## src/rtl/nseh_cfg.svh

```systemverilog
`ifndef NSEH_CFG_SVH
`define NSEH_CFG_SVH
// ==========================================================
// Object dictionary indexes and subindexes
`define NSEH_IDX_ERR_BEHAV 16'h1029
`define NSEH_IDX_PROD      16'h2500
`define NSEH_IDX_DO_MODE   16'h6206
`define NSEH_IDX_DO_VAL    16'h6207
`define NSEH_IDX_AO_MODE   16'h6443
`define NSEH_IDX_AO_VAL    16'h6444
`define NSEH_SUB_COUNT     8'h00
`define NSEH_SUB_COMM      8'h01
`define NSEH_SUB_OUT_ERR   8'h02
`define NSEH_SUB_IN_ERR    8'h03
`define NSEH_SUB_MFG       8'h02
`define NSEH_SUB_CAL       8'h03
`define NSEH_PROD_SUBS     8'h03
`define NSEH_BEHAV_SUBS    8'h03
// ==========================================================
// Reaction codes and reset values
`define NSEH_REACT_PREOP   8'h00
`define NSEH_REACT_KEEP    8'h01
`define NSEH_REACT_STOP    8'h02
`define NSEH_REACT_RESET   8'h00
`define NSEH_MODE_RESET    8'h00
`define NSEH_VAL_RESET     8'h00
`define NSEH_AO_VAL_RESET  32'h0000_0000
`define NSEH_AO_MODE_ON    8'h01
`define NSEH_MFG_DATE      32'h0101_2000
`define NSEH_CAL_DATE      32'h0101_2000
// ==========================================================
// Sizes and field positions
`define NSEH_DO_BYTES      3
`define NSEH_DO_SUBS       8'h03
`define NSEH_AO_NUM        2
`define NSEH_AO_SUBS       8'h02
`define NSEH_LAMP_RSVD     5
// ==========================================================
// Network commands from the master
`define NSEH_NMT_START     2'h1
`define NSEH_NMT_STOP      2'h2
`define NSEH_NMT_PREOP     2'h3
// ==========================================================
// Indicator timing
`define NSEH_CLK_KHZ       20000
`define NSEH_FAST_MS       50
`define NSEH_FLASH_MS      200
`define NSEH_OFF_MS        1000
`define NSEH_FAST_CYC      (`NSEH_FAST_MS * `NSEH_CLK_KHZ)
`define NSEH_STEP_TICKS    (`NSEH_FLASH_MS / `NSEH_FAST_MS)
`define NSEH_OFF_STEPS     (`NSEH_OFF_MS / `NSEH_FLASH_MS)
`define NSEH_SF_STEPS      (1 + `NSEH_OFF_STEPS)
`define NSEH_DF_STEPS      (3 + `NSEH_OFF_STEPS)
`endif

```

## src/rtl/nseh_pkg.sv

```systemverilog
package nseh_pkg;
   // ==========================================================
   // Network state, Gray along preop -> operational -> stopped
   typedef enum logic [1:0] {
      NSEH_PREOP   = 2'b00,
      NSEH_OPER    = 2'b01,
      NSEH_STOPPED = 2'b11
   } nseh_nmt_type;

   // ==========================================================
   // Pattern generator state
   typedef struct packed {
      logic [19:0] tick_cnt;
      logic [1:0]  sub_cnt;
      logic [2:0]  sf_step;
      logic [3:0]  df_step;
      logic        fast;
      logic        blink;
      logic        single;
      logic        double;
   } nseh_pat_type;

   // ==========================================================
   // Top-level state
   typedef struct packed {
      nseh_nmt_type     nmt;
      logic             err_prev;
      logic [7:0]       react;
      logic [23:0]      do_mode;
      logic [23:0]      do_val;
      logic [23:0]      do_out;
      logic [1:0][7:0]  ao_mode;
      logic [1:0][31:0] ao_val;
      logic [1:0][15:0] ao_out;
      logic             run_led;
      logic             err_led;
      logic [7:0]       lamps;
      logic             od_ack;
      logic             od_abort;
      logic [31:0]      od_rdata;
   } nseh_state_type;
endpackage

```

## src/rtl/nseh_pattern_gen.sv

```systemverilog
`timescale 1ns/100ps
`include "nseh_cfg.svh"
module nseh_pattern_gen
   import nseh_pkg::*;
#(
   parameter int TICK_CYC = `NSEH_FAST_CYC
) (
   // Clock and reset
   input  wire logic clk,
   input  wire logic srst,
   // Patterns
   output logic      fast_o,
   output logic      blink_o,
   output logic      single_o,
   output logic      double_o
);
   nseh_pat_type pat_reg;
   nseh_pat_type pat_next;
   logic         tick;
   logic         step;

   // ==========================================================
   // One divider feeds every pattern so they stay in phase
   always_comb begin
      pat_next = pat_reg;
      tick = (pat_reg.tick_cnt == 20'(TICK_CYC - 1));
      step = tick && (pat_reg.sub_cnt == 2'(`NSEH_STEP_TICKS - 1));
      pat_next.tick_cnt = tick ? 20'h0_0000 : pat_reg.tick_cnt + 20'h0_0001;
      if (tick) begin
         pat_next.sub_cnt = step ? 2'h0 : pat_reg.sub_cnt + 2'h1;
         pat_next.fast    = ~pat_reg.fast;
      end
      if (step) begin
         pat_next.blink   = ~pat_reg.blink;
         pat_next.sf_step = (pat_reg.sf_step == 3'(`NSEH_SF_STEPS - 1))
                            ? 3'h0 : pat_reg.sf_step + 3'h1;
         pat_next.df_step = (pat_reg.df_step == 4'(`NSEH_DF_STEPS - 1))
                            ? 4'h0 : pat_reg.df_step + 4'h1;
      end
      pat_next.single = (pat_next.sf_step == 3'h0);
      pat_next.double = (pat_next.df_step == 4'h0) ||
                        (pat_next.df_step == 4'h2);
   end

   always_ff @(posedge clk) begin
      if (srst) begin
         pat_reg <= '0;
      end else begin
         pat_reg <= pat_next;
      end
   end

   assign fast_o   = pat_reg.fast;
   assign blink_o  = pat_reg.blink;
   assign single_o = pat_reg.single;
   assign double_o = pat_reg.double;
endmodule

```

## src/rtl/nseh_top.sv

```systemverilog
`timescale 1ns/100ps
`include "nseh_cfg.svh"
module nseh_top
   import nseh_pkg::*;
#(
   parameter int          TICK_CYC = `NSEH_FAST_CYC,
   // Production dates, arbitrary values
   parameter logic [31:0] MFG_DATE = `NSEH_MFG_DATE,
   parameter logic [31:0] CAL_DATE = `NSEH_CAL_DATE
) (
   // Clock and reset
   input  wire logic        clk,
   input  wire logic        srst,
   // Object dictionary access
   input  wire logic        od_req,
   input  wire logic        od_we,
   input  wire logic [15:0] od_index,
   input  wire logic [7:0]  od_sub,
   input  wire logic [31:0] od_wdata,
   output logic             od_ack,
   output logic             od_abort,
   output logic [31:0]      od_rdata,
   // Network management from the master
   input  wire logic        nmt_cmd_valid,
   input  wire logic [1:0]  nmt_cmd,
   output logic [1:0]       nmt_state,
   // Controller and node status
   input  wire logic        warn_limit,
   input  wire logic        bus_off,
   input  wire logic        guard_fail,
   input  wire logic        lss_active,
   input  wire logic        cfg_invalid,
   // Fault display
   input  wire logic        extended_mode,
   input  wire logic [7:0]  fault_flags,
   input  wire logic [7:0]  din_levels,
   output logic [7:0]       input_indicator_lamp,
   output logic             run_led,
   output logic             err_led,
   // Process output data
   input  wire logic        dout_wr,
   input  wire logic [23:0] dout_wdata,
   input  wire logic [1:0]  aout_wr,
   input  wire logic [15:0] aout_wdata,
   output logic [23:0]      digital_output_lines,
   output logic [15:0]      analog_output_zero,
   output logic [15:0]      analog_output_one
);
   nseh_state_type st_reg;
   nseh_state_type st_next;
   logic           pat_fast;
   logic           pat_blink;
   logic           pat_single;
   logic           pat_double;
   logic           comm_err;
   logic           err_event;
   logic [7:0]     fault_shown;

   // ==========================================================
   // Shared indicator patterns
   nseh_pattern_gen #(
      .TICK_CYC (TICK_CYC)
   ) u_pat (
      .clk      (clk),
      .srst     (srst),
      .fast_o   (pat_fast),
      .blink_o  (pat_blink),
      .single_o (pat_single),
      .double_o (pat_double)
   );

   // ==========================================================
   // Helpers
   function automatic logic sub_in(input logic [7:0] sub,
                                   input logic [7:0] last);
      sub_in = (sub != `NSEH_SUB_COUNT) && (sub <= last);
   endfunction

   // Error event is the onset, so a persisting fault acts once
   assign comm_err  = bus_off | guard_fail;
   assign err_event = comm_err & ~st_reg.err_prev;

   // Reserved lamp is forced dark in extended mode
   always_comb begin
      fault_shown = fault_flags;
      fault_shown[`NSEH_LAMP_RSVD] = 1'b0;
   end

   // ==========================================================
   // Next state
   always_comb begin
      st_next          = st_reg;
      st_next.err_prev = comm_err;
      st_next.od_ack   = 1'b0;
      st_next.od_abort = 1'b0;

      // Network state from the master
      if (nmt_cmd_valid) begin
         unique case (nmt_cmd)
            `NSEH_NMT_START: begin
               if (!comm_err) begin
                  st_next.nmt = NSEH_OPER;
               end
            end
            `NSEH_NMT_STOP: st_next.nmt = NSEH_STOPPED;
            `NSEH_NMT_PREOP: st_next.nmt = NSEH_PREOP;
            default: ;
         endcase
      end

      // A preop or stop reaction wins over a command in the same cycle
      if (err_event) begin
         unique case (st_reg.react)
            `NSEH_REACT_PREOP: st_next.nmt = NSEH_PREOP;
            `NSEH_REACT_STOP:  st_next.nmt = NSEH_STOPPED;
            default: ;
         endcase
      end

      // New process data overrides held values; substitution at an error onset in the same cycle wins
      if (dout_wr) begin
         st_next.do_out = dout_wdata;
      end
      for (int a = 0; a < `NSEH_AO_NUM; a++) begin
         if (aout_wr[a]) begin
            st_next.ao_out[a] = aout_wdata;
         end
      end

      // Substitution on the error onset
      if (err_event) begin
         for (int b = 0; b < 24; b++) begin
            if (st_reg.do_mode[b]) begin
               st_next.do_out[b] = st_reg.do_val[b];
            end
         end
         for (int a = 0; a < `NSEH_AO_NUM; a++) begin
            if (st_reg.ao_mode[a] == `NSEH_AO_MODE_ON) begin
               st_next.ao_out[a] = st_reg.ao_val[a][15:0];
            end
         end
      end

      // Object dictionary access, answered next cycle
      if (od_req) begin
         st_next.od_ack   = 1'b1;
         st_next.od_rdata = 32'h0000_0000;
         unique case (od_index)
            `NSEH_IDX_ERR_BEHAV: begin
               if (od_sub == `NSEH_SUB_COMM) begin
                  if (!od_we) begin
                     st_next.od_rdata = {24'h00_0000, st_reg.react};
                  end else if (od_wdata[7:0] <= `NSEH_REACT_STOP &&
                               od_wdata[31:8] == 24'h00_0000) begin
                     st_next.react = od_wdata[7:0];
                  end else begin
                     st_next.od_abort = 1'b1;
                  end
               end else if (od_sub == `NSEH_SUB_COUNT && !od_we) begin
                  st_next.od_rdata = {24'h00_0000, `NSEH_BEHAV_SUBS};
               end else begin
                  st_next.od_abort = 1'b1;
               end
            end
            `NSEH_IDX_PROD: begin
               if (od_we) begin
                  st_next.od_abort = 1'b1;
               end else if (od_sub == `NSEH_SUB_MFG) begin
                  st_next.od_rdata = MFG_DATE;
               end else if (od_sub == `NSEH_SUB_CAL) begin
                  st_next.od_rdata = CAL_DATE;
               end else if (od_sub == `NSEH_SUB_COUNT) begin
                  st_next.od_rdata = {24'h00_0000, `NSEH_PROD_SUBS};
               end else begin
                  st_next.od_abort = 1'b1;
               end
            end
            `NSEH_IDX_DO_MODE,
            `NSEH_IDX_DO_VAL: begin
               if (sub_in(od_sub, `NSEH_DO_SUBS)) begin
                  for (int k = 0; k < `NSEH_DO_BYTES; k++) begin
                     if (od_sub == 8'(k + 1)) begin
                        if (od_index == `NSEH_IDX_DO_MODE) begin
                           st_next.od_rdata[7:0] =
                              st_reg.do_mode[k*8 +: 8];
                           if (od_we) begin
                              st_next.do_mode[k*8 +: 8] =
                                 od_wdata[7:0];
                           end
                        end else begin
                           st_next.od_rdata[7:0] =
                              st_reg.do_val[k*8 +: 8];
                           if (od_we) begin
                              st_next.do_val[k*8 +: 8] =
                                 od_wdata[7:0];
                           end
                        end
                     end
                  end
                  if (od_we) begin
                     st_next.od_rdata = 32'h0000_0000;
                  end
               end else if (od_sub == `NSEH_SUB_COUNT && !od_we) begin
                  st_next.od_rdata = {24'h00_0000, `NSEH_DO_SUBS};
               end else begin
                  st_next.od_abort = 1'b1;
               end
            end
            `NSEH_IDX_AO_MODE,
            `NSEH_IDX_AO_VAL: begin
               if (sub_in(od_sub, `NSEH_AO_SUBS)) begin
                  for (int a = 0; a < `NSEH_AO_NUM; a++) begin
                     if (od_sub == 8'(a + 1)) begin
                        if (od_index == `NSEH_IDX_AO_MODE) begin
                           st_next.od_rdata[7:0] = st_reg.ao_mode[a];
                           if (od_we) begin
                              st_next.ao_mode[a] =
                                 od_wdata[7:0];
                           end
                        end else begin
                           st_next.od_rdata = st_reg.ao_val[a];
                           if (od_we) begin
                              st_next.ao_val[a] = od_wdata;
                           end
                        end
                     end
                  end
                  if (od_we) begin
                     st_next.od_rdata = 32'h0000_0000;
                  end
               end else if (od_sub == `NSEH_SUB_COUNT && !od_we) begin
                  st_next.od_rdata = {24'h00_0000, `NSEH_AO_SUBS};
               end else begin
                  st_next.od_abort = 1'b1;
               end
            end
            default: st_next.od_abort = 1'b1;
         endcase
      end

      // Run lamp by network state
      unique case (st_reg.nmt)
         NSEH_STOPPED: st_next.run_led = pat_single;
         NSEH_PREOP:   st_next.run_led = pat_blink;
         NSEH_OPER:    st_next.run_led = 1'b1;
         default:      st_next.run_led = 1'b0;
      endcase

      // Error lamp, most severe condition first
      if (bus_off) begin
         st_next.err_led = 1'b1;
      end else if (guard_fail) begin
         st_next.err_led = pat_double;
      end else if (warn_limit) begin
         st_next.err_led = pat_single;
      end else begin
         st_next.err_led = 1'b0;
      end

      // Overrides shared by both lamps
      if (cfg_invalid) begin
         st_next.run_led = pat_fast;
         st_next.err_led = pat_fast;
      end else if (lss_active) begin
         st_next.run_led = pat_blink;
         st_next.err_led = ~pat_blink;
      end

      // Input lamps
      st_next.lamps = extended_mode ? fault_shown
                                    : din_levels;
   end

   // ==========================================================
   // State register
   always_ff @(posedge clk) begin
      if (srst) begin
         st_reg          <= '0;
         st_reg.nmt      <= NSEH_PREOP;
         st_reg.react    <= `NSEH_REACT_RESET;
         st_reg.err_prev <= 1'b0;
      end else begin
         st_reg <= st_next;
      end
   end

   // ==========================================================
   // Outputs
   assign od_ack               = st_reg.od_ack;
   assign od_abort             = st_reg.od_abort;
   assign od_rdata             = st_reg.od_rdata;
   assign nmt_state            = st_reg.nmt;
   assign run_led              = st_reg.run_led;
   assign err_led              = st_reg.err_led;
   assign input_indicator_lamp = st_reg.lamps;
   assign digital_output_lines = st_reg.do_out;
   assign analog_output_zero   = st_reg.ao_out[0];
   assign analog_output_one    = st_reg.ao_out[1];
endmodule

```

## config.mk

```make
export PLATFORM = sky130hd
export DESIGN_NAME = nseh_top
export DESIGN_NICKNAME = d
export VERILOG_FILES = /design/src/rtl/nseh_pkg.sv /design/src/rtl/nseh_pattern_gen.sv /design/src/rtl/nseh_top.sv
export VERILOG_INCLUDE_DIRS = /design/src /design/src/rtl
export SDC_FILE = /design/constraint.sdc
export NUM_CORES = 1
export LEC_CHECK = 0
export ABC_AREA = 0
export BUFFER_PORTS_ARGS = -buffer_cell sky130_fd_sc_hd__buf_2
export CAP_MARGIN = 5
export CELL_PAD_IN_SITES_DETAIL_PLACEMENT = 0
export CELL_PAD_IN_SITES_GLOBAL_PLACEMENT = 1
export CORE_UTILIZATION = 42
export DETAILED_ROUTE_END_ITERATION = 8
export HOLD_SLACK_MARGIN = 0.02
export PLACE_DENSITY = 0.86
export SLEW_MARGIN = 5
export SYNTH_ARGS = -nofsm -noshare
export SYNTH_HDL_FRONTEND = slang
export SYNTH_SLANG_ARGS = --single-unit
```

## constraint.sdc

```tcl
create_clock -name clk -period 2.8 [get_ports clk]
set_clock_uncertainty 0.1 [all_clocks]
set_input_delay 0.14 -clock clk [delete_from_list [all_inputs] [get_ports clk]]
set_output_delay 0.14 -clock clk [all_outputs]
set_load 0.1 [all_outputs]
```

==> run metrics <==
Top Ports 230; CTS H-tree lvls 1; postcts setup bufs 0; per-cell routed wire length 18.0 um; Synth top area share 42.5%; final core occ 52.9%; area of the core approximately 30,000 um^2; starting density of the core 43.0%; Synth Cell Area between 10,000 and 15,000 um^2; input/output buffers roughly 230; nets about 1,800; vias per inst about 5.5; Slew Viols, Final 0; endpoint of the worst hold path od_rdata[0]$_SDFFE_PP0P_; vias in the first global route 11,026; Max-slew headroom between 40 and 50%; Crit path arrival time roughly 2900 ps; CTS tree built; Layout area overhead 23.1%; die width around 180 um; layout cells sized above 1 21.9%; dpl ws around 360 ps; drt initial violations 872; cell with the most instances after synthesis dfxtp_1; worst hold path type primary input to flop; RSZ-0062 raised after global routing false; hold path depth 4; post-cts sizing count 0; HP Start od_sub[0]; Max FO, Critical Path 3; Post-synth EDFFs 0; Clock Tree Buf Depth 3; Final HPWL DP 25,700 um; antenna-violating nets left 0; DIE AREA 31,200 um^2; clk root buf clkbuf_16; Reg2Reg Setup Slack 260 ps; Mapped Cells 1,497; Largest register FFs about 140; fmax 394 MHz; async set or reset register ratio after synthesis 0%; crit end category flop; initial antenna violation count 1; standard-cell rows 63; cts bufs inserted 30; Vias 11,584; post-route worst setup slack ~260 ps; Area contributors post-synth dfxtp_1, mux2i_1, nand2_1; worst reg2reg endpoint nmt_state[1]$_SDFF_PP0_; GP Congestion 0.901; most frequent CP cell nor4_1; post-synth cell types a little under 70; Worst Path Required 3110 ps; list of most frequent post-synthesis cells dfxtp_1, nand2_1, nor2_1; placed insts 1,965; FF-to-FF Start st_reg[235]$_SDFFE_PP0P_; clock transition at the registers of the reported paths 70 ps; Post-Route WL 38,200 um; fin crit period 2540 ps; worst-path cell chain nor4_1 > nand2_1 > nor4_1 > or3_1 > dlygate4sd3_1 > a21oi_1; Setup CP Type flop to flop; Tcrit/Tclk final between 90% and 100%; Hold Vio Cnt, Final 0; Buf/Inv on CP 1; GR Overflow Total 0; Sink Count about 270; P per Cell Area between 500 and 600 nW/um^2; Least-Margin Pin Slew about 790 ps; final cell count without fillers 2,124; drc violations 0; Startpoint Class flop; post-synth top area cell dfxtp_1; Yosys reg bits 272; syn avg cell area ~8.5 um^2; drt pass-1 iters 5; max cap viols 0; peak supply drop 0.382 mV; R2R cell count 6; first-pass GRT wire length 59,300 um; Skew-Pair Late Insertion Delay 560 ps; Die Ht between 150 and 200 um; Syn Nets 1,628; Fin Setup TNS 0 ps; slowest CP cell dlygate4sd3_1; CP peak stage delay 560 ps; Setup violations, final 0; register area share after synthesis a little over two fifths; pin count of the biggest net entering global routing 141; CP top delay family simple AND/OR/NAND/NOR gates; GRT Util Overall 23.9%; status finished, final reports clean; ant diodes 0; yosys warns 0; Synth Flop Type dfxtp_1; LEAKAGE between 6 and 7 nW
[layout by cell type (no fill, tap or decap), types with 12 or more instances in the layout]
master / instances
a21oi_1: 140
buf_2: 227
buf_4: 37
a22oi_1: 29
nand4_1: 15
a31oi_1: 28
and2_1: 12
dlygate4sd3_1: 104
mux2i_1: 118
a211oi_1: 35
nand2_1: 239
mux2_2: 26
nor2_1: 163
dfxtp_1: 272
clkbuf_16: 31
nor4_1: 17
nand3_1: 32
o21ai_0: 13
xor2_1: 12
[layout make-up]
| class | instances | area [um^2] |
|---|---|---|
| fillers | 2739 | 14000 |
| multi-input cells | 1024 | 6220 |
| flip-flops and latches | 272 | 5450 |
| repair buffers | 372 | 2530 |
| clock buffers | 43 | 891 |
| well taps | 390 | 488 |
| clock inverters | 12 | 143 |
| inverters | 11 | 41.3 |
[repair_timing]
item | in CTS | in global routing
setup endpoints to repair | 0 | 0
hold buffers | 104 | 0
endpoints found under the hold margin | 219 | 0
[worst max path at each step]
stage	from	to	cells past startpoint
2_1_floorplan	od_sub[3]	st_reg[100]$_SDFFE_PP0P_	8
3_3_place_gp	od_index[8]	st_reg[181]$_SDFFE_PP0P_	7
3_5_place_dp	od_index[8]	st_reg[185]$_SDFFE_PP0P_	7
4_1_cts	st_reg[235]$_SDFFE_PP0P_	nmt_state[1]$_SDFF_PP0_	6
5_1_grt	st_reg[235]$_SDFFE_PP0P_	nmt_state[1]$_SDFF_PP0_	6
6_report	st_reg[235]$_SDFFE_PP0P_	nmt_state[1]$_SDFF_PP0_	6
[metal layers]
layer  vias to the layer above  routed length [um]  GRT usage, %  share of wire, %
met1                      5505               16900          32.3                44
li1                       5576                   -             -                 -
met3                        85                2580          4.18               6.7
met4                         2                1120          7.97               2.9
met2                       416               17600          38.5                46
met5                         -                  13             0             0.034
[power by group]
group / switching [mW] / leakage, nW / internal [mW]
Clock: 1.61 / 0.517 / 2.48
Sequential: 0.0338 / 2.21 / 3.94
Combinational: 0.805 / 3.70 / 0.324
Total: 2.45 / 6.42 / 6.74
[cell families (layout without fill, tap and decap cells)]
group           count (synthesis)  after routing  synth area share [%]
compound gates                285            285                  13.7
flops                         272            272                  42.5
fa+ha+maj                       3              3                 0.293
mux                           150            150                  12.6
simple gates                  564            564                  20.4
buf+inv                       201            438                  8.96
xor+xnor                       22             22                  1.51
[worst reg2reg max path: cells and delay by family, from the launching register on]
| kind | cells | cell delay, ps |
|---|---|---|
| buffers and inverters | 1 | 560 |
| and+or+nand+nor | 4 | 1350 |
| DFF | 1 | 330 |
| AOI/OAI and AO/OA | 1 | 60 |
[through the flow]
step / hold WS (ps) / instance area, um^2 / power (mW)
floorplan: 180 / 12800 / 4.86
global placement: 268 / 13700 / 5.05
detailed placement: 281 / 13700 / 5.06
CTS: 53.4 / 15800 / 9.26
global route: 92.9 / 15800 / 9.50
finish: 75.3 / 15800 / 9.19
Note: power is estimated with default switching activity, not from simulation.
